### src/pkg/psi_consts.vh
// Constants for the power-management status and interrupt-mask block.
// Assumes inclusion by bare name from the design file; definitions only.
`ifndef PSI_CONSTS_VH
`define PSI_CONSTS_VH

// ***************************************************************
// Register offsets on the internal register port
// ***************************************************************
`define PSI_OFF_TOP_EVENT_A 8'h20
`define PSI_OFF_TOP_EVENT_B 8'h21
`define PSI_OFF_STEP_EVENT 8'h22
`define PSI_OFF_BOOST_EVENT 8'h23
`define PSI_OFF_DIAG_EVENT 8'h24
`define PSI_OFF_TOP_LIVE 8'h25
`define PSI_OFF_STEP_LIVE 8'h26
`define PSI_OFF_BOOST_LIVE 8'h27
`define PSI_OFF_SUPPLY_LIVE 8'h28
`define PSI_OFF_TOP_MASK_A 8'h29
`define PSI_OFF_TOP_MASK_B 8'h2A
`define PSI_OFF_STEP_MASK 8'h2B
`define PSI_OFF_BOOST_MASK 8'h2C

// ***************************************************************
// Reset values
// ***************************************************************
`define PSI_RST_ZERO 8'h00
`define PSI_RST_TOP_MASK_A 8'h00
`define PSI_RST_TOP_MASK_B 8'h01
`define PSI_RST_STEP_MASK 8'h00
`define PSI_RST_BOOST_MASK 8'h00

// ***************************************************************
// Field positions
// ***************************************************************
// Top event register A and top mask register A.
`define PSI_TOP_MEAS 7
`define PSI_TOP_DIAG_SUM 6
`define PSI_TOP_BOOST_SUM 5
`define PSI_TOP_STEP_SUM 4
`define PSI_TOP_SYNC 3
`define PSI_TOP_TSD 2
`define PSI_TOP_TWARN 1
`define PSI_TOP_OVP 0
// Top event register B and top mask register B.
`define PSI_TOPB_REG_RESET 0
// Step-down live, event and mask registers.
`define PSI_SD_B_EN 7
`define PSI_SD_B_FALL 7
`define PSI_SD_B_GOOD 6
`define PSI_SD_B_RISE 6
`define PSI_SD_B_LIM 4
`define PSI_SD_A_EN 3
`define PSI_SD_A_FALL 3
`define PSI_SD_A_GOOD 2
`define PSI_SD_A_RISE 2
`define PSI_SD_A_LIM 0
// Boost live, event and mask registers.
`define PSI_BST_EN 3
`define PSI_BST_FALL 3
`define PSI_BST_GOOD 2
`define PSI_BST_RISE 2
`define PSI_BST_LIM 0
// Supply monitor live and event registers.
`define PSI_MON_TWO 4
`define PSI_MON_ONE 2
`define PSI_MON_ANA 0

// ***************************************************************
// Live input vector layout (index into the synchronised vector)
// ***************************************************************
`define PSI_LV_WIDTH 16
// Count that the warm-up counter reaches once the synchroniser pipe is full after reset.
`define PSI_SETTLE 2'h3
`define PSI_LV_SYNC_BAD 0
`define PSI_LV_TSD 1
`define PSI_LV_TWARN 2
`define PSI_LV_OVP 3
`define PSI_LV_SDA_EN 4
`define PSI_LV_SDA_GOOD 5
`define PSI_LV_SDA_LIM 6
`define PSI_LV_SDB_EN 7
`define PSI_LV_SDB_GOOD 8
`define PSI_LV_SDB_LIM 9
`define PSI_LV_BST_EN 10
`define PSI_LV_BST_GOOD 11
`define PSI_LV_BST_LIM 12
`define PSI_LV_MON_ONE 13
`define PSI_LV_MON_TWO 14
`define PSI_LV_ANA 15

`endif

### src/rtl/psi_status_irq.v
// Status, latched-event and interrupt-mask registers of the power-management device.
// Assumes a register-access front end on CLK that issues one-cycle read and write
// strobes, analog comparator levels arriving asynchronously, and an external pull-up
// on the open-drain interrupt pin.
`timescale 1ns/1ps
`include "psi_consts.vh"

// Notes on behaviour
// - Monitor-one good change latches diagnostic event bit 2; host writes 1 to clear.
// - Analog-supply good change latches diagnostic event bit 0; write 1 clears it.
// - Top live bit 3 reads 1 while external sync clock is invalid.
// - Top live bit 2 reads 1 while die is above thermal shutdown level.
// - Top live bit 1 reads 1 while die is above thermal warning level.
// - Top live bit 0 shows input overvoltage; bits 7 to 4 read zero.
// - Step-down live bits 7 and 3 show converter b and a enabled.
// - Step-down live bits 6 and 2 show raw output-good of b and a.
// - Step-down live bits 4 and 0 show raw current limit; bits 5, 1 reserved.
// - Boost live bit 3 shows boost enabled; bits 7-4 and 1 reserved.
// - Boost live bit 2 shows raw boost output-good.
// - Boost live bit 0 shows raw boost current limit.
// - Supply live bits 4, 2, 0 show monitor two, one, analog good.
// - Top mask A bit 7 set blocks the measurement-done event.
// - Top mask A bit 3 set blocks sync-clock validity change events.
// - Top mask A bit 1 blocks thermal warning event; live bit unaffected.
// - Top mask B bit 0 blocks register-reset event and resets to one.
// - Step-down mask bits 7, 3 block good-falling events of b, a.
// - Step-down mask bits 6, 2 block good-rising events of b, a.
// - Step-down mask bits 4, 0 block current-limit events of b, a.
// - Boost mask bit 3 blocks good-falling, bit 2 good-rising event.
// - Masks gate only latched flags and interrupt; defaults load from OTP.
// - Diagnostic summary flag clears itself once the diagnostic event register is zero.
// - Boost mask bit 0 blocks boost current-limit event; live bit unaffected.
module psi_status_irq (
   input wire CLK,
   input wire RST_B,
   input wire [7:0] REG_ADDR,
   input wire [7:0] REG_WDATA,
   input wire REG_WR,
   input wire REG_RD,
   output reg [7:0] REG_RDATA,
   input wire OTP_LOAD,
   input wire [7:0] OTP_TOP_MASK_A,
   input wire [7:0] OTP_TOP_MASK_B,
   input wire [7:0] OTP_STEP_MASK,
   input wire [7:0] OTP_BOOST_MASK,
   input wire MEAS_DONE,
   input wire REG_RESET_EVENT,
   input wire SYNC_CLOCK_BAD,
   input wire THERMAL_SHUTDOWN_LIVE,
   input wire THERMAL_WARNING_LIVE,
   input wire INPUT_OVERVOLTAGE_LIVE,
   input wire STEP_DOWN_A_ENABLED_LIVE,
   input wire STEP_DOWN_A_GOOD_LIVE,
   input wire STEP_DOWN_A_LIMIT_LIVE,
   input wire STEP_DOWN_B_ENABLED_LIVE,
   input wire STEP_DOWN_B_GOOD_LIVE,
   input wire STEP_DOWN_B_LIMIT_LIVE,
   input wire BOOST_ENABLED_LIVE,
   input wire BOOST_GOOD_LIVE,
   input wire BOOST_LIMIT_LIVE,
   input wire MONITOR_ONE_GOOD_LIVE,
   input wire MONITOR_TWO_GOOD_LIVE,
   input wire ANALOG_SUPPLY_GOOD_LIVE,
   output wire INTERRUPT_REQUEST_LOW_O,
   output reg INTERRUPT_REQUEST_LOW_OE
);

   // ***************************************************************
   // Input synchronisers
   // ***************************************************************
   wire [`PSI_LV_WIDTH-1:0] live_async;
   reg [`PSI_LV_WIDTH-1:0] live_meta_r;
   reg [`PSI_LV_WIDTH-1:0] live_r;
   reg [`PSI_LV_WIDTH-1:0] live_prev_r;
   reg [1:0] warm_r;
   wire [`PSI_LV_WIDTH-1:0] live_rise;
   wire [`PSI_LV_WIDTH-1:0] live_fall;
   wire [`PSI_LV_WIDTH-1:0] live_edge;

   // Gather the comparator levels into one vector so one synchroniser serves all.
   assign live_async[`PSI_LV_SYNC_BAD] = SYNC_CLOCK_BAD;
   assign live_async[`PSI_LV_TSD] = THERMAL_SHUTDOWN_LIVE;
   assign live_async[`PSI_LV_TWARN] = THERMAL_WARNING_LIVE;
   assign live_async[`PSI_LV_OVP] = INPUT_OVERVOLTAGE_LIVE;
   assign live_async[`PSI_LV_SDA_EN] = STEP_DOWN_A_ENABLED_LIVE;
   assign live_async[`PSI_LV_SDA_GOOD] = STEP_DOWN_A_GOOD_LIVE;
   assign live_async[`PSI_LV_SDA_LIM] = STEP_DOWN_A_LIMIT_LIVE;
   assign live_async[`PSI_LV_SDB_EN] = STEP_DOWN_B_ENABLED_LIVE;
   assign live_async[`PSI_LV_SDB_GOOD] = STEP_DOWN_B_GOOD_LIVE;
   assign live_async[`PSI_LV_SDB_LIM] = STEP_DOWN_B_LIMIT_LIVE;
   assign live_async[`PSI_LV_BST_EN] = BOOST_ENABLED_LIVE;
   assign live_async[`PSI_LV_BST_GOOD] = BOOST_GOOD_LIVE;
   assign live_async[`PSI_LV_BST_LIM] = BOOST_LIMIT_LIVE;
   assign live_async[`PSI_LV_MON_ONE] = MONITOR_ONE_GOOD_LIVE;
   assign live_async[`PSI_LV_MON_TWO] = MONITOR_TWO_GOOD_LIVE;
   assign live_async[`PSI_LV_ANA] = ANALOG_SUPPLY_GOOD_LIVE;

   // Two flops per level; the previous copy feeds edge detection only after them.
   always @(posedge CLK or negedge RST_B) begin
      if (!RST_B) begin
         live_meta_r <= 16'h0000;
         live_r <= 16'h0000;
         live_prev_r <= 16'h0000;
      end else begin
         live_meta_r <= live_async;
         live_r <= live_meta_r;
         live_prev_r <= live_r;
      end
   end

   // Counts the pipe full after reset, so a level already high at release is no event.
   always @(posedge CLK or negedge RST_B) begin
      if (!RST_B) begin
         warm_r <= 2'h0;
      end else if (warm_r != `PSI_SETTLE) begin
         warm_r <= warm_r + 2'h1;
      end
   end

   // Edges of the synchronised levels, held off until the warm-up count is reached.
   assign live_rise = live_r & ~live_prev_r & {`PSI_LV_WIDTH{warm_r == `PSI_SETTLE}};
   assign live_fall = ~live_r & live_prev_r & {`PSI_LV_WIDTH{warm_r == `PSI_SETTLE}};
   assign live_edge = live_rise | live_fall;

   // ***************************************************************
   // Register port decode
   // ***************************************************************
   wire wr_top_evt_a = REG_WR && (REG_ADDR == `PSI_OFF_TOP_EVENT_A);
   wire wr_top_evt_b = REG_WR && (REG_ADDR == `PSI_OFF_TOP_EVENT_B);
   wire wr_step_evt = REG_WR && (REG_ADDR == `PSI_OFF_STEP_EVENT);
   wire wr_boost_evt = REG_WR && (REG_ADDR == `PSI_OFF_BOOST_EVENT);
   wire wr_diag_evt = REG_WR && (REG_ADDR == `PSI_OFF_DIAG_EVENT);
   wire wr_top_mask_a = REG_WR && (REG_ADDR == `PSI_OFF_TOP_MASK_A);
   wire wr_top_mask_b = REG_WR && (REG_ADDR == `PSI_OFF_TOP_MASK_B);
   wire wr_step_mask = REG_WR && (REG_ADDR == `PSI_OFF_STEP_MASK);
   wire wr_boost_mask = REG_WR && (REG_ADDR == `PSI_OFF_BOOST_MASK);

   // ***************************************************************
   // Mask registers
   // ***************************************************************
   reg [7:0] top_interrupt_mask_a_r;
   reg [7:0] top_interrupt_mask_b_r;
   reg [7:0] step_down_interrupt_mask_r;
   reg [7:0] boost_interrupt_mask_r;

   // Reset takes constants; the OTP defaults arrive later with OTP_LOAD. A host write
   // in the same cycle as the load wins, since it is the newer intent.
   always @(posedge CLK or negedge RST_B) begin
      if (!RST_B) begin
         top_interrupt_mask_a_r <= `PSI_RST_TOP_MASK_A;
         top_interrupt_mask_b_r <= `PSI_RST_TOP_MASK_B;
         step_down_interrupt_mask_r <= `PSI_RST_STEP_MASK;
         boost_interrupt_mask_r <= `PSI_RST_BOOST_MASK;
      end else begin
         if (wr_top_mask_a) begin
            top_interrupt_mask_a_r <= REG_WDATA;
         end else if (OTP_LOAD) begin
            top_interrupt_mask_a_r <= OTP_TOP_MASK_A;
         end
         if (wr_top_mask_b) begin
            top_interrupt_mask_b_r <= REG_WDATA;
         end else if (OTP_LOAD) begin
            top_interrupt_mask_b_r <= OTP_TOP_MASK_B;
         end
         if (wr_step_mask) begin
            step_down_interrupt_mask_r <= REG_WDATA;
         end else if (OTP_LOAD) begin
            step_down_interrupt_mask_r <= OTP_STEP_MASK;
         end
         if (wr_boost_mask) begin
            boost_interrupt_mask_r <= REG_WDATA;
         end else if (OTP_LOAD) begin
            boost_interrupt_mask_r <= OTP_BOOST_MASK;
         end
      end
   end

   // ***************************************************************
   // Gated event sources
   // ***************************************************************
   // Masks only decide whether an event latches; the live vector is never touched.
   wire [7:0] ma = top_interrupt_mask_a_r;
   wire [7:0] mb = top_interrupt_mask_b_r;
   wire [7:0] ms = step_down_interrupt_mask_r;
   wire [7:0] mo = boost_interrupt_mask_r;
   reg [7:0] set_top_a;
   reg [7:0] set_top_b;
   reg [7:0] set_step;
   reg [7:0] set_boost;
   reg [7:0] set_diag;

   always @* begin
      set_top_a = 8'h00;
      set_top_b = 8'h00;
      set_step = 8'h00;
      set_boost = 8'h00;
      set_diag = 8'h00;
      set_top_a[`PSI_TOP_MEAS] = MEAS_DONE & ~ma[`PSI_TOP_MEAS];
      set_top_a[`PSI_TOP_SYNC] = live_edge[`PSI_LV_SYNC_BAD] & ~ma[`PSI_TOP_SYNC];
      set_top_a[`PSI_TOP_TSD] = live_rise[`PSI_LV_TSD];
      set_top_a[`PSI_TOP_TWARN] = live_rise[`PSI_LV_TWARN] & ~ma[`PSI_TOP_TWARN];
      set_top_a[`PSI_TOP_OVP] = live_rise[`PSI_LV_OVP];
      set_top_b[`PSI_TOPB_REG_RESET] = REG_RESET_EVENT & ~mb[`PSI_TOPB_REG_RESET];
      set_step[`PSI_SD_B_GOOD] = (live_fall[`PSI_LV_SDB_GOOD] & ~ms[`PSI_SD_B_FALL])
         | (live_rise[`PSI_LV_SDB_GOOD] & ~ms[`PSI_SD_B_RISE]);
      set_step[`PSI_SD_A_GOOD] = (live_fall[`PSI_LV_SDA_GOOD] & ~ms[`PSI_SD_A_FALL])
         | (live_rise[`PSI_LV_SDA_GOOD] & ~ms[`PSI_SD_A_RISE]);
      set_step[`PSI_SD_B_LIM] = live_rise[`PSI_LV_SDB_LIM] & ~ms[`PSI_SD_B_LIM];
      set_step[`PSI_SD_A_LIM] = live_rise[`PSI_LV_SDA_LIM] & ~ms[`PSI_SD_A_LIM];
      set_boost[`PSI_BST_GOOD] = (live_fall[`PSI_LV_BST_GOOD] & ~mo[`PSI_BST_FALL])
         | (live_rise[`PSI_LV_BST_GOOD] & ~mo[`PSI_BST_RISE]);
      set_boost[`PSI_BST_LIM] = live_rise[`PSI_LV_BST_LIM] & ~mo[`PSI_BST_LIM];
      set_diag[`PSI_MON_TWO] = live_edge[`PSI_LV_MON_TWO];
      set_diag[`PSI_MON_ONE] = live_edge[`PSI_LV_MON_ONE];
      set_diag[`PSI_MON_ANA] = live_edge[`PSI_LV_ANA];
   end

   // ***************************************************************
   // Latched event registers
   // ***************************************************************
   reg [7:0] top_event_a_r;
   reg [7:0] top_event_b_r;
   reg [7:0] step_event_r;
   reg [7:0] boost_event_r;
   reg [7:0] diagnostic_event_register_r;
   wire [7:0] top_event_a_nxt;
   wire [7:0] top_event_b_nxt;
   wire [7:0] step_event_nxt;
   wire [7:0] boost_event_nxt;
   wire [7:0] diag_event_nxt;

   // Write-one-to-clear with set winning, so an event in the clearing cycle survives.
   assign top_event_a_nxt = (top_event_a_r & ~(wr_top_evt_a ? REG_WDATA : 8'h00)) | set_top_a;
   assign top_event_b_nxt = (top_event_b_r & ~(wr_top_evt_b ? REG_WDATA : 8'h00)) | set_top_b;
   assign step_event_nxt = (step_event_r & ~(wr_step_evt ? REG_WDATA : 8'h00)) | set_step;
   assign boost_event_nxt = (boost_event_r & ~(wr_boost_evt ? REG_WDATA : 8'h00)) | set_boost;
   assign diag_event_nxt = (diagnostic_event_register_r
      & ~(wr_diag_evt ? REG_WDATA : 8'h00)) | set_diag;

   // Only flag positions ever set, so reserved bits stay zero without extra logic.
   always @(posedge CLK or negedge RST_B) begin
      if (!RST_B) begin
         top_event_a_r <= `PSI_RST_ZERO;
         top_event_b_r <= `PSI_RST_ZERO;
         step_event_r <= `PSI_RST_ZERO;
         boost_event_r <= `PSI_RST_ZERO;
         diagnostic_event_register_r <= `PSI_RST_ZERO;
      end else begin
         top_event_a_r <= top_event_a_nxt;
         top_event_b_r <= top_event_b_nxt;
         step_event_r <= step_event_nxt;
         boost_event_r <= boost_event_nxt;
         diagnostic_event_register_r <= diag_event_nxt;
      end
   end

   // Summary flags follow their sub-registers, so they clear on their own at zero.
   wire diagnostic_summary_flag = |diagnostic_event_register_r;
   wire boost_summary_flag = |boost_event_r;
   wire step_summary_flag = |step_event_r;
   reg [7:0] top_event_a_view;

   always @* begin
      top_event_a_view = top_event_a_r;
      top_event_a_view[`PSI_TOP_DIAG_SUM] = diagnostic_summary_flag;
      top_event_a_view[`PSI_TOP_BOOST_SUM] = boost_summary_flag;
      top_event_a_view[`PSI_TOP_STEP_SUM] = step_summary_flag;
   end

   // ***************************************************************
   // Live status views
   // ***************************************************************
   reg [7:0] top_live_status;
   reg [7:0] step_down_live_status;
   reg [7:0] boost_live_status;
   reg [7:0] supply_monitor_live_status;

   // Reserved bits are left at zero by the defaults at the top of the process.
   always @* begin
      top_live_status = 8'h00;
      step_down_live_status = 8'h00;
      boost_live_status = 8'h00;
      supply_monitor_live_status = 8'h00;
      top_live_status[`PSI_TOP_SYNC] = live_r[`PSI_LV_SYNC_BAD];
      top_live_status[`PSI_TOP_TSD] = live_r[`PSI_LV_TSD];
      top_live_status[`PSI_TOP_TWARN] = live_r[`PSI_LV_TWARN];
      top_live_status[`PSI_TOP_OVP] = live_r[`PSI_LV_OVP];
      step_down_live_status[`PSI_SD_B_EN] = live_r[`PSI_LV_SDB_EN];
      step_down_live_status[`PSI_SD_A_EN] = live_r[`PSI_LV_SDA_EN];
      step_down_live_status[`PSI_SD_B_GOOD] = live_r[`PSI_LV_SDB_GOOD];
      step_down_live_status[`PSI_SD_A_GOOD] = live_r[`PSI_LV_SDA_GOOD];
      step_down_live_status[`PSI_SD_B_LIM] = live_r[`PSI_LV_SDB_LIM];
      step_down_live_status[`PSI_SD_A_LIM] = live_r[`PSI_LV_SDA_LIM];
      boost_live_status[`PSI_BST_EN] = live_r[`PSI_LV_BST_EN];
      boost_live_status[`PSI_BST_GOOD] = live_r[`PSI_LV_BST_GOOD];
      boost_live_status[`PSI_BST_LIM] = live_r[`PSI_LV_BST_LIM];
      supply_monitor_live_status[`PSI_MON_TWO] = live_r[`PSI_LV_MON_TWO];
      supply_monitor_live_status[`PSI_MON_ONE] = live_r[`PSI_LV_MON_ONE];
      supply_monitor_live_status[`PSI_MON_ANA] = live_r[`PSI_LV_ANA];
   end

   // ***************************************************************
   // Read path
   // ***************************************************************
   reg [7:0] rd_mux;

   // Unmapped offsets read as zero; reads have no side effects on any flag.
   always @* begin
      case (REG_ADDR)
         `PSI_OFF_TOP_EVENT_A: rd_mux = top_event_a_view;
         `PSI_OFF_TOP_EVENT_B: rd_mux = top_event_b_r;
         `PSI_OFF_STEP_EVENT: rd_mux = step_event_r;
         `PSI_OFF_BOOST_EVENT: rd_mux = boost_event_r;
         `PSI_OFF_DIAG_EVENT: rd_mux = diagnostic_event_register_r;
         `PSI_OFF_TOP_LIVE: rd_mux = top_live_status;
         `PSI_OFF_STEP_LIVE: rd_mux = step_down_live_status;
         `PSI_OFF_BOOST_LIVE: rd_mux = boost_live_status;
         `PSI_OFF_SUPPLY_LIVE: rd_mux = supply_monitor_live_status;
         `PSI_OFF_TOP_MASK_A: rd_mux = top_interrupt_mask_a_r;
         `PSI_OFF_TOP_MASK_B: rd_mux = top_interrupt_mask_b_r;
         `PSI_OFF_STEP_MASK: rd_mux = step_down_interrupt_mask_r;
         `PSI_OFF_BOOST_MASK: rd_mux = boost_interrupt_mask_r;
         default: rd_mux = 8'h00;
      endcase
   end

   // Read data is captured on the strobe and held until the next read.
   always @(posedge CLK or negedge RST_B) begin
      if (!RST_B) begin
         REG_RDATA <= 8'h00;
      end else if (REG_RD) begin
         REG_RDATA <= rd_mux;
      end
   end

   // ***************************************************************
   // Interrupt pin
   // ***************************************************************
   // Masked events never latch, so a flag is unmasked when it latches; the pin ignores masks set later.
   // Registered so the pin does not glitch on the combinational OR.
   always @(posedge CLK or negedge RST_B) begin
      if (!RST_B) begin
         INTERRUPT_REQUEST_LOW_OE <= 1'b0;
      end else begin
         INTERRUPT_REQUEST_LOW_OE <= (|top_event_a_nxt) | (|top_event_b_nxt)
            | (|step_event_nxt) | (|boost_event_nxt) | (|diag_event_nxt);
      end
   end

   // Open drain: only ever drives low, the pull-up gives the high level.
   assign INTERRUPT_REQUEST_LOW_O = 1'b0;

endmodule // psi_status_irq

### config.mk
export PLATFORM = sky130hd
export DESIGN_NAME = psi_status_irq
export DESIGN_NICKNAME = d
export VERILOG_FILES = /design/src/rtl/psi_status_irq.v
export VERILOG_INCLUDE_DIRS = /design/src /design/src/pkg
export SDC_FILE = /design/constraint.sdc
export NUM_CORES = 1
export LEC_CHECK = 0
export BUFFER_PORTS_ARGS = -buffer_cell sky130_fd_sc_hd__buf_4
export CORE_MARGIN = 4
export CORE_UTILIZATION = 52
export DETAILED_ROUTE_END_ITERATION = 16
export GPL_TIMING_DRIVEN = 0
export PLACE_DENSITY = 0.76
export SYNTH_ARGS = -nofsm -noshare
export SYNTH_HDL_FRONTEND = slang
export SYNTH_SLANG_ARGS = --single-unit
### constraint.sdc
create_clock -name CLK -period 2.23 [get_ports CLK]
set_input_delay 0.3345 -clock CLK [delete_from_list [all_inputs] [get_ports CLK]]
set_output_delay 0.3345 -clock CLK [all_outputs]
set_load 0.005 [all_outputs]
; ---- After elaboration in Yosys (flattened, before gate mapping)
; Cells that the tools add are included.
[totals]
output_inout_bits = 10
in_bits = 71
elab_cells = 121
reg_bits = 131
[op_classes]
reduce_logical = 21
muxes = 14
bitwise = 55
add_sub_neg = 1
eq_ne = 15
[ops]
columns = operator, n
row1 = 8-bit by 6-bit == test with 1-bit output (second input constant), 13
row2 = 8-bit 2-to-1 mux, 13
row3 = 8-bit one-hot mux with 13 select lines, 1
row4 = 16-bit AND, 4
row5 = 8-bit OR reduction, 8
row6 = 8-bit AND, 5
row7 = 8-bit inverter, 5
row8 = 16-bit inverter, 2
row9 = 16-bit OR, 1
row10 = 1-bit AND, 13
row11 = 1-bit inverter, 13
row12 = 1-bit logical AND, 9
row13 = 8-bit by 1-bit OR with 8-bit output, 1
row14 = 8-bit by 3-bit OR with 8-bit output, 1
row15 = 8-bit by 5-bit OR with 8-bit output, 1
row16 = 8-bit by 7-bit OR with 8-bit output, 1
row17 = 8-bit OR, 1
row18 = 2-bit nonzero test, 4
row19 = 1-bit OR, 7
row20 = 2-bit by 1-bit adder with 2-bit output (second input constant), 1
row21 = 2-bit == test (second input constant), 1
row22 = 2-bit != test (second input constant), 1

; ---- Longest topological paths before layout
; Gate-level depths: netlist of run 1.
[depth]
word_depth = 11
mapped_depth = 9

; ---- Least setup slack after synthesis of run 1
; Ideal clock, no wire load.
[synth_timing]
path_type = input to register
from = input REG_ADDR[3]
to = register INTERRUPT_REQUEST_LOW_OE
path_slack_ps = -385
t_required_ps = 2091
t_arrival_ps = 2476
cell_stages = 7
path_cell_list = buf_6 > nor3b_4 > nand4_1 > a32o_1 > or4_1 > or4b_1 > or4_1
[synth_between]
elab_chain_len = 11
word_cells_on_any_way = 39
classes_between = 5 x eq/ne / 5 x mux / 19 x bitwise / 10 x reduce/logical
[synth_lines]
columns = item, line_no
row1 = from (decl), psi_status_irq.v:36  ; input wire [7:0] REG_ADDR,
row2 = 8-bit by 6-bit == test with 1-bit output, --
row3 = 1-bit logical AND, psi_status_irq.v:128  ; wire wr_top_evt_a = REG_WR && (REG_ADDR == `PSI_OFF_TOP_EVENT_A);
row4 = 8-bit 2-to-1 mux, psi_status_irq.v:233  ; assign top_event_a_nxt = (top_event_a_r & ~(wr_top_evt_a ? REG_WDATA : 8'h00)) | set_top_a;
row5 = 8-bit inverter, psi_status_irq.v:233
row6 = 8-bit AND, psi_status_irq.v:233
row7 = 8-bit OR, psi_status_irq.v:233
row8 = named net top_event_a_nxt[3], psi_status_irq.v:226  ; wire [7:0] top_event_a_nxt;
row9 = 8-bit OR reduction, psi_status_irq.v:345  ; INTERRUPT_REQUEST_LOW_OE <= (|top_event_a_nxt) | (|top_event_b_nxt)
row10 = 1-bit OR, psi_status_irq.v:345
row11 = 1-bit OR (3 in a row), psi_status_irq.v:346  ; | (|step_event_nxt) | (|boost_event_nxt) | (|diag_event_nxt);
row12 = to (signal assigned), psi_status_irq.v:345
row13 = to (decl), psi_status_irq.v:65  ; output reg INTERRUPT_REQUEST_LOW_OE
; The timed path passes the listed nets, and every way through them passes these cells.
; A chain may end at the register's enable or synchronous reset.

; ---- Worst setup path after layout of run 1
[layout_timing]
from = input REG_ADDR[4]
to = register INTERRUPT_REQUEST_LOW_OE
[layout_between]
word_cells_on_any_way = 39
classes_between = 5 x eq/ne / 5 x mux / 19 x bitwise / 10 x reduce/logical
[layout_lines]
columns = item, line_no
row1 = 8-bit by 6-bit == test with 1-bit output, --
row2 = 1-bit logical AND, psi_status_irq.v:131  ; wire wr_boost_evt = REG_WR && (REG_ADDR == `PSI_OFF_BOOST_EVENT);
row3 = 8-bit 2-to-1 mux, psi_status_irq.v:236  ; assign boost_event_nxt = (boost_event_r & ~(wr_boost_evt ? REG_WDATA : 8'h00)) | set_boost;
row4 = 8-bit inverter, psi_status_irq.v:236
row5 = 8-bit AND, psi_status_irq.v:236
row6 = 8-bit by 3-bit OR with 8-bit output, psi_status_irq.v:236
row7 = named net boost_event_nxt[2], psi_status_irq.v:229  ; wire [7:0] boost_event_nxt;
row8 = 8-bit OR reduction, psi_status_irq.v:346
row9 = 1-bit OR (2 in a row), psi_status_irq.v:346
; The timed path passes the listed nets, and every way through them passes these cells.

==> metrics.csv, run 1 <==
metric,value,unit
Starting DRT DRC Count,440,
Post-Synth Simple-Gate Area,14.5,%
Buffers on Ports,68,
pre-CTS setup slack,-909,ps
H-tree level count,4,
Min-Delay Path Class,in2reg,
first-pass GRT wire length,28100,µm
Post-layout nets,704,
top cell type by total area after synthesis,dfrtp_1,
multiplexer area fraction after synthesis,10.9,%
number of search-and-repair iterations in the first detailed-routing pass,5,
combinational family with the most area after synthesis,simple AND/OR/NAND/NOR gates,
asr flop ratio synth,100,%
DR vias,4846,
placed wire-length estimate after detailed placement,12500,µm
time the worst path needs with I/O delays and setup,2450,ps
Inst Count DP,733,
period utilisation layout,110,%
grt ovf,0,
fin cells,784,
worst clock skew,4.27,ps
GRT Resource Usage Total,29.3,%
Antenna Violating Nets Remaining,0,
Post-Route Setup TNS,-251,ps
Synth Area in Compound Gates,13.5,%
number of enable flip-flop cells after synthesis,0,
power density normalized to cell area,799,nW/µm²
top_reg_cell synth,dfrtp_1,
total routed wirelength,18100,µm
number of antenna violations at the first check in global routing,0,
measured slew at the worst slew-check pin,836,ps
post-synthesis adder-cell area fraction,0.216,%
Critical Path AT,2850,ps
average detailed-routed wire length per instance,23.0,µm
final non-filler cell area,7430,µm²
synthesized net count,596,
slowest cell on the critical path,or4b_4,
final setup violation count,3,
flip-flop and latch count after synthesis,128,
leading cell types by total area after synthesis,"dfrtp_1, mux2i_1, a21oi_1, nor2_1, mux4_2",
post-CTS clock slew at the launch and capture registers of the worst setup and hold paths,60,ps
Core Area,10900,µm²
Yosys warnings,0,
RSZ-0062 raised after global routing,yes,
maximum single-stage delay on the critical path,590,ps
Crit path required time,2620,ps
count of unique library cells instantiated by Yosys,61,
CTS sink cnt,128,
failing checks,negative setup slack,
most numerous cell in the Yosys netlist,dfrtp_1,
portion of the post-synthesis area used by sequential elements,55.3,%
xor-xnor portion of the synthesized cell area,0.755,%
starting density of the core,53.3,%
area share of the largest cell type after synthesis,54.8,%
"Cell Chain, Critical Path",buf_4 > or4b_4 > buf_4 > o31ai_2 > nand2_1 > nor4_4 > nand4_1 > or4_4,
status,finished with violations,
horizontal extent of the die,114,µm
placement-stage cell area,6520,µm²
average via count per standard cell,6.18,
share of layout cells above drive strength 1,22.9,%
standby leakage power,3.30,nW
Synth Area per Inst,11.1,µm²
pin count of the biggest net entering global routing,90,
clk root buf,clkbuf_8,
critical path's most frequent cell,buf_4,
number of remaining DRC errors,0,
Site Rows,38,
number of maximum-capacitance constraint violations,0,
ports placed on the boundary,81,
category of the critical setup timing path,in2reg,
peak supply drop,0.660,mV
floorplan die area,12900,µm²
number of filler instances in the final layout,811,
critical path peak fanout,10,
Synth Cell Area,5800,µm²
post-layout utilization of the core,68.3,%
Final Wtd Congestion,0.973,
cell types with the highest counts after synthesis,"dfrtp_1, nor2_1, a21oi_1",
fin worst setup slack,-224,ps
Longest Clk Path Bufs,2,
number of global-route vias before repair,5078,
Slew headroom,44.3,%
startpoint types,input pin,
height of the die,114,µm
layout-stage area growth over the synthesis result,28.2,%
Worst Setup End Kind,flip-flop,
number of cells produced by synthesis,524,
f_max,408,MHz
count of pins over their slew limit,0,
clock tree from TritonCTS,built,
final hold viol count,0,
Skew-Pair Late Insertion Delay,530,ps
TritonCTS Buffers,17,
-- per-stage QoR --
stage / total power [W] / hold slack (ps)
after detailed placement: 0.00305 / 271
after CTS: 0.00595 / 65.4
final: 0.00594 / 85.1
after global routing: 0.00611 / 67.1
after floorplan: 0.00277 / 38.9
after global placement: 0.00303 / 332
-- sequential cells by signal, summed over array words and instances, names as in the netlist --
| signal | flops |
|---|---|
| live_meta_r | 16 |
| live_r | 16 |
| ma | 8 |
| top_event_a_r | 8 |
| live_prev_r | 13 |
| boost_event_r | 8 |
| boost_interrupt_mask_r | 8 |
| diagnostic_event_register_r | 8 |
| INTERRUPT_REQUEST_LOW_OE | 1 |
| step_event_r | 8 |
| ms | 8 |
| top_event_b_r | 8 |
| warm_r | 2 |
| REG_RDATA | 8 |
| mb | 8 |
-- cell type report --
type | instances | area (µm²) | share of cell area [%]
antenna | 1 | 2.50 | 0.0337
buffer | 37 | 178 | 2.39
clock buffer | 20 | 455 | 6.13
clock inverter | 10 | 160 | 2.15
inverter | 29 | 109 | 1.46
multi-input combinational | 330 | 2420 | 32.5
sequential | 128 | 3200 | 43.1
tap | 140 | 175 | 2.36
timing repair buffer | 89 | 734 | 9.88
-- layer usage --
metal	track usage, %	part of all wire (%)	up-vias
li1	-	-	2116
met1	38.1	39	2419
met2	45.5	48	268
met3	9.18	9.2	43
met4	13.0	2.9	0
met5	0	0	-
-- power breakdown --
part	switching [W]	internal (W)
Sequential	0.0000761	0.00243
Combinational	0.000305	0.000240
Clock	0.000999	0.00189
Total	0.00138	0.00456
-- cell families (layout without fill, tap and decap cells) --
logic type | Yosys count | in the layout
and+or+nand+nor | 150 | 150
DFF | 128 | 128
AOI/OAI and AO/OA | 120 | 120
buffers and inverters | 66 | 185
muxes | 53 | 53
xor gates and xnor gates | 5 | 5
adders and majority gates | 1 | 1
other | 1 | 2
-- worst paths after layout --
check,slack [ps],start,endpoint,cells past startpoint
max in group asynchronous,1170,RST_B,mb[0],3
worst min-delay path,90,REG_RESET_EVENT,top_event_b_r[0],2
min in group asynchronous,280,RST_B,live_meta_r[7],2
worst max register to register,-210,live_r[0],INTERRUPT_REQUEST_LOW_OE,5
worst max-delay path,-220,REG_ADDR[4],INTERRUPT_REQUEST_LOW_OE,8
worst min register to register,350,live_meta_r[12],live_r[12],0
-- repair_timing --
| action | in CTS | in global routing |
|---|---|---|
| endpoints found under the hold margin | 55 | 0 |
| pin swaps | 2 | 2 |
| setup endpoints to repair | 9 | 11 |
| buffers inserted | 2 | 1 |
| resized for setup | 9 | 18 |
| hold buffers | 17 | 0 |
-- placed cells by master, fill, tap and decap left out, types with 12 or more instances in the layout --
cell type      instances
a22o_1                12
clkbuf_16             16
nand4_1               13
a21oi_1               46
dlygate4sd3_1         17
o21ai_0               14
buf_4                 72
mux2i_1               42
dfrtp_1              127
clkbuf_1              20
inv_1                 28
nand3_1               13
nand2_1               19
nor2_1                49
-- critical path, delay by kind of cell --
kind	cells	cell delay, ps
AO/OA/AOI/OAI	1	320
buffers and inverters	2	350
AND/OR/NAND/NOR	5	1840
(Power assumes the default switching activity.)
==> run 2: changes to the inputs <==
--- a/config.mk
+++ b/config.mk
@@ -6,12 +6,12 @@
 export SDC_FILE = /design/constraint.sdc
 export NUM_CORES = 1
 export LEC_CHECK = 0
-export BUFFER_PORTS_ARGS = -buffer_cell sky130_fd_sc_hd__buf_4
 export CORE_MARGIN = 4
-export CORE_UTILIZATION = 52
+export CORE_UTILIZATION = 55
 export DETAILED_ROUTE_END_ITERATION = 16
+export DONT_BUFFER_PORTS = 1
 export GPL_TIMING_DRIVEN = 0
-export PLACE_DENSITY = 0.76
+export PLACE_DENSITY = 0.73
 export SYNTH_ARGS = -nofsm -noshare
 export SYNTH_HDL_FRONTEND = slang
 export SYNTH_SLANG_ARGS = --single-unit
==> metrics.csv, run 2 (synthesis gave the netlist of run 1 again) <==
metric,value,unit,change
most common library cell in the layout ignoring fill and taps,dfrtp_1,,unchanged
Post-layout nets,637,,was 704
layout-stage area growth over the synthesis result,17.3,%,was 28.2%
height of the die,111,µm,was 114 µm
total routed wirelength,16800,µm,"was 18,100 µm"
share of layout cells above drive strength 1,12.1,%,was 22.9%
period utilisation layout,109,%,was 110%
Critical Path AT,2820,ps,was 2850 ps
pre-CTS setup slack,-759,ps,was -909 ps
startpoint types,input pin,,unchanged
average detailed-routed wire length per instance,23.6,µm,was 23.0 µm
RSZ-0062 raised after global routing,yes,,unchanged
number of global-route vias before repair,4708,,"was 5,078"
fin worst setup slack,-195,ps,was -224 ps
proportion of total power due to net switching,24.0,%,was 23.2%
failing checks,"negative hold slack, negative setup slack",,was negative setup slack
horizontal extent of the die,111,µm,was 114 µm
Starting DRT DRC Count,424,,was 440
combinational power share,7.1,%,was 9.2%
average via count per standard cell,6.29,,was 6.18
Switch Pwr,0.00134,W,was 0.00138 W
first-pass GRT wire length,26500,µm,"was 28,100 µm"
number of remaining DRC errors,0,,unchanged
Skew-Pair Late Insertion Delay,530,ps,about the same
Worst Setup End Kind,flip-flop,,unchanged
internal power consumption,0.00423,W,was 0.00456 W
peak supply drop,0.652,mV,was 0.660 mV
Min-Delay Path Class,in2async,,was in2reg
clk root buf,clkbuf_8,,unchanged
f_max,412,MHz,was 408 MHz
CTS sink cnt,128,,unchanged
grt ovf,0,,unchanged
post-CTS clock slew at the launch and capture registers of the worst setup and hold paths,60,ps,about the same
total chip power,0.00557,W,was 0.00594 W
Core Area,10300,µm²,"was 10,900 µm²"
category of the critical setup timing path,in2reg,,unchanged
Slew headroom,43.7,%,was 44.3%
Final Wtd Congestion,0.963,,was 0.973
Longest Clk Path Bufs,2,,unchanged
placed wire-length estimate after detailed placement,11800,µm,"was 12,500 µm"
H-tree level count,4,,unchanged
Site Rows,37,,was 38
starting density of the core,56.4,%,was 53.3%
"commonest cells after routing, fill and taps aside","dfrtp_1, nor2_1, a21oi_1",,"was dfrtp_1, buf_4, nor2_1"
number of antenna violations at the first check in global routing,1,,was 0
ports placed on the boundary,81,,unchanged
DR vias,4488,,"was 4,846"
number of search-and-repair iterations in the first detailed-routing pass,5,,unchanged
final setup violation count,1,,was 3
Crit path required time,2620,ps,about the same
time the worst path needs with I/O delays and setup,2430,ps,was 2450 ps
Top Registers,"live_meta_r: 16 flops, live_r: 16 flops, live_prev_r: 13 flops",,unchanged
fraction of power consumed by sequential logic,45.0,%,was 42.2%
measured slew at the worst slew-check pin,838,ps,was 836 ps
number of maximum-capacitance constraint violations,0,,unchanged
status,finished with violations,,unchanged
critical path peak fanout,8,,was 10
count of pins over their slew limit,0,,unchanged
worst clock skew,6.75,ps,was 4.27 ps
Buffers on Ports,0,,was 68
count of inserted antenna diode cells,0,,was 1
clock tree from TritonCTS,built,,unchanged
floorplan die area,12300,µm²,"was 12,900 µm²"
GRT Resource Usage Total,28.3,%,was 29.3%
Hold Buf Count CTS,19,,was 17
TritonCTS Buffers,17,,unchanged
clock network fraction of total power,47.9,%,was 48.6%
power density normalized to cell area,819,nW/µm²,was 799 nW/µm²
pin count of the biggest net entering global routing,129,,was 90
final hold viol count,128,,was 0
Antenna Violating Nets Remaining,0,,unchanged
worst hold-check slack,-498,ps,was 85.1 ps
Post-Route Setup TNS,-195,ps,was -251 ps
standby leakage power,2.94,nW,was 3.30 nW
-- run 2: final cells by class --
type | count | area (µm²)
sequential | 128 | 3200
multi-input combinational | 330 | 2360
inverter | 29 | 109
timing repair buffer | 23 | 220
clock inverter | 12 | 136
fill | 800 | 3470
clock buffer | 20 | 435
buffer | 36 | 173
tap | 136 | 170
-- run 2: worst max-delay path: stages --
cell and delay (ps):
or4b_4 590, nor4_4 500, a21boi_0 230, nor4_1 450, nand4_1 150, or4_4 560
-- run 2: final timing paths --
path / startpoint / depth (start not counted) / to / slack, ps
worst max register to register: warm_r[0] / 5 / INTERRUPT_REQUEST_LOW_OE / -190
min in group CLK: OTP_STEP_MASK[4] / 2 / ms[4] / 30
worst min register to register: live_meta_r[1] / 0 / live_r[1] / 350
max in group asynchronous: RST_B / 0 / mb[0] / 2480
worst max-delay path: REG_ADDR[4] / 6 / INTERRUPT_REQUEST_LOW_OE / -200
worst min-delay path: RST_B / 0 / boost_event_r[7] / -500
-- run 2: per-stage QoR --
step	util, %	std cells	cell area (µm²)
floorplan	-	524	5810
global placement	58.2	660	5980
detailed placement	58.2	660	5980
CTS	66.1	714	6790
global route	66.2	714	6800
finish	66.2	714	6800
-- run 2: power groups by stage --
stage	sequential [W]	clock, W	combinational (W)
global route	0.00252	0.00282	0.000423
global placement	0.00254	0	0.000346
finish	0.00251	0.00267	0.000393
floorplan	0.00251	0	0.000259
CTS	0.00250	0.00269	0.000385
detailed placement	0.00255	0	0.000351
-- run 2: metal layers --
metal | GRT usage (%) | wire, µm | part of all wire [%]
met5 | 0 | 14 | 0.083
met4 | 12.2 | 578 | 3.4
met3 | 9.72 | 1590 | 9.5
met2 | 43.5 | 7760 | 46
met1 | 36.7 | 6880 | 41
-- run 2: timing repair --
| item | in CTS | in global routing |
|---|---|---|
| endpoints found under the hold margin | 147 | 128 |
| buffers inserted | 4 | 0 |
| gates resized for setup | 6 | 8 |
| pin swaps | 1 | 0 |
| endpoints found under the setup margin | 6 | 4 |
==> run 3: changes to the inputs <==
--- a/config.mk
+++ b/config.mk
@@ -6,6 +6,7 @@
 export SDC_FILE = /design/constraint.sdc
 export NUM_CORES = 1
 export LEC_CHECK = 0
+export CORE_ASPECT_RATIO = 1.5
 export CORE_MARGIN = 4
 export CORE_UTILIZATION = 55
 export DETAILED_ROUTE_END_ITERATION = 16
==> metrics.csv, run 3 (synthesis gave the netlist of run 1 again) <==
metric,value,unit,change
category of the critical setup timing path,in2reg,,unchanged
measured slew at the worst slew-check pin,842,ps,was 838 ps
met3 Use GR,8.25,%,was 9.72%
placement-stage cell area,5980,µm²,about the same
grt ovf,0,,unchanged
cell count along the critical path,7,,was 6
time the worst path needs with I/O delays and setup,2450,ps,was 2430 ps
number of antenna violations at the first check in global routing,0,,was 1
number of filler instances in the final layout,758,,was 800
number of search-and-repair iterations in the first detailed-routing pass,5,,unchanged
DR vias,4489,,"was 4,488"
Core Area,10200,µm²,"was 10,300 µm²"
Antenna Violating Nets Remaining,0,,unchanged
most common library cell in the layout ignoring fill and taps,dfrtp_1,,unchanged
Post-layout nets,636,,was 637
H-tree level count,4,,unchanged
final setup violation count,1,,unchanged
average via count per standard cell,6.25,,was 6.29
starting density of the core,56.9,%,was 56.4%
fraction of power consumed by sequential logic,44.4,%,was 45.0%
worst clock skew,4.06,ps,was 6.75 ps
RSZ-0062 raised after global routing,yes,,unchanged
TritonCTS Buffers,17,,unchanged
final hold viol count,128,,unchanged
number of maximum-capacitance constraint violations,0,,unchanged
Top Registers,"live_meta_r: 16 flops, live_r: 16 flops, live_prev_r: 13 flops",,unchanged
maximum single-stage delay on the critical path,600,ps,was 590 ps
Starting DRT DRC Count,502,,was 424
fin worst setup slack,-219,ps,was -195 ps
clock network fraction of total power,48.6,%,was 47.9%
floorplan die area,12300,µm²,about the same
pin count of the biggest net entering global routing,129,,unchanged
startpoint types,input pin,,unchanged
Site Rows,45,,was 37
ports placed on the boundary,81,,unchanged
period utilisation layout,110,%,was 109%
height of the die,134,µm,was 111 µm
number of remaining DRC errors,0,,unchanged
peak supply drop,0.677,mV,was 0.652 mV
critical path peak fanout,10,,was 8
Skew-Pair Late Insertion Delay,420,ps,was 530 ps
count of pins over their slew limit,0,,unchanged
count of inserted antenna diode cells,0,,unchanged
number of global-route vias before repair,4736,,"was 4,708"
status,finished with violations,,unchanged
Buffers on Ports,0,,unchanged
standby leakage power,2.98,nW,was 2.94 nW
clk root buf,clkbuf_16,,was clkbuf_8
met1 track demand over resource,36.0,%,was 36.7%
CTS sink cnt,128,,unchanged
layout-stage area growth over the synthesis result,18.5,%,was 17.3%
kind of cell with the highest combined delay on the critical path,simple AND/OR/NAND/NOR gates,,unchanged
most congested layer reported by global routing,met2,,unchanged
number of cell instances on the worst register-to-register path,5,,unchanged
Inst Count DP,665,,was 660
total routed wirelength,17400,µm,"was 16,800 µm"
proportion of total power due to net switching,24.5,%,was 24.0%
f_max,408,MHz,was 412 MHz
power density normalized to cell area,822,nW/µm²,was 819 nW/µm²
average detailed-routed wire length per instance,24.2,µm,was 23.6 µm
number of buffers and inverters on the critical path,1,,was 0
Switch Pwr,0.00138,W,was 0.00134 W
slowest cell on the critical path,or4b_4,,unchanged
"Cell Chain, Critical Path",or4b_4 > buf_4 > o31ai_1 > o2111ai_1 > nor4_2 > nand4_1 > or4_4,,was or4b_4 > nor4_4 > a21boi_0 > nor4_1 > nand4_1 > or4_4
Longest Clk Path Bufs,2,,unchanged
Slew headroom,43.8,%,was 43.7%
grt met2 use,49.1,%,was 43.5%
worst hold-check slack,-401,ps,was -498 ps
pre-CTS setup slack,-809,ps,was -759 ps
internal power consumption,0.00426,W,was 0.00423 W
Worst Setup End Kind,flip-flop,,unchanged
placed wire-length estimate after detailed placement,12300,µm,"was 11,800 µm"
Min-Delay Path Class,in2async,,unchanged
Final Wtd Congestion,0.963,,about the same
share of layout cells above drive strength 1,14.7,%,was 12.1%
GRT Resource Usage Total,29.8,%,was 28.3%
Critical Path AT,2740,ps,was 2820 ps
final non-filler cell area,6870,µm²,was 6800 µm²
post-CTS clock slew at the launch and capture registers of the worst setup and hold paths,60,ps,about the same
Hold Buf Count CTS,16,,was 19
fin cells,718,,was 714
combinational power share,6.9,%,was 7.1%
Crit path required time,2520,ps,was 2620 ps
first-pass GRT wire length,26900,µm,"was 26,500 µm"
"commonest cells after routing, fill and taps aside","dfrtp_1, nor2_1, a21oi_1",,unchanged
horizontal extent of the die,91.8,µm,was 111 µm
clock tree from TritonCTS,built,,unchanged
failing checks,"negative hold slack, negative setup slack",,unchanged
[run 3: cell types whose count changed in the layout (fill, tap and decap cells not counted), moves of 3 or more]
cell / delta
inv_6: +6
clkbuf_1: -5
clkbuf_2: +4
dlygate4sd3_1: -3
[run 3: metrics by stage]
step	total power (W)	utilization (%)	TNS [ps]
after global routing	0.00583	67.4	-229
final	0.00565	67.4	-219
after floorplan	0.00277	-	-288
after detailed placement	0.00290	58.7	-11530
after CTS	0.00566	66.7	-192
after global placement	0.00289	58.7	-10010
[run 3: final timing paths]
kind                              startpoint                       end  slack (ps)
max                              REG_ADDR[4]  INTERRUPT_REQUEST_LOW_OE        -220
min                                    RST_B          top_event_b_r[2]        -400
max reg2reg                            mb[0]  INTERRUPT_REQUEST_LOW_OE        -190
min reg2reg                   live_meta_r[2]                 live_r[2]         350
max in group asynchronous              RST_B                     mb[0]        2370
min in group CLK           OTP_TOP_MASK_B[0]                     mb[0]         100
[run 3: cell type report]
cell class | instances | area, µm² | share of cell area (%)
Sequential cell | 128 | 3200 | 46.6
Multi-Input combinational cell | 330 | 2410 | 35.1
Clock buffer | 18 | 429 | 6.25
Timing Repair Buffer | 22 | 205 | 2.99
Buffer | 36 | 178 | 2.59
Tap cell | 141 | 176 | 2.57
Clock inverter | 14 | 155 | 2.26
Inverter | 29 | 113 | 1.64
[run 3: worst register-to-register path, cell delays in order, from the launching register on]
cell and delay, ps:
dfstp_2 540, inv_1 60, a22o_1 230, or4_4 540, or4b_4 480, or4_4 430
[run 3: per-layer routing]
metal,wire [µm],vias to the layer above,share of wire (%)
met4,709,0,4.1
met5,0,-,0
met2,8780,218,51
met3,1360,59,7.8
li1,-,1969,-
met1,6520,2243,38
[run 3: repair_timing]
action / 4_1_cts / 5_1_grt
endpoints found under the setup margin: 8 / 21
pin swaps: 3 / 4
endpoints found under the hold margin: 144 / 128
resized for setup: 13 / 14
buffers inserted: 2 / 4
[run 3: power groups by stage]
stage	Combinational (W)	Clock, W	Sequential (W)
finish	0.000392	0.00275	0.00251
CTS	0.000380	0.00277	0.00251
floorplan	0.000259	0	0.00251
global placement	0.000346	0	0.00254
global route	0.000420	0.00289	0.00252
detailed placement	0.000353	0	0.00255
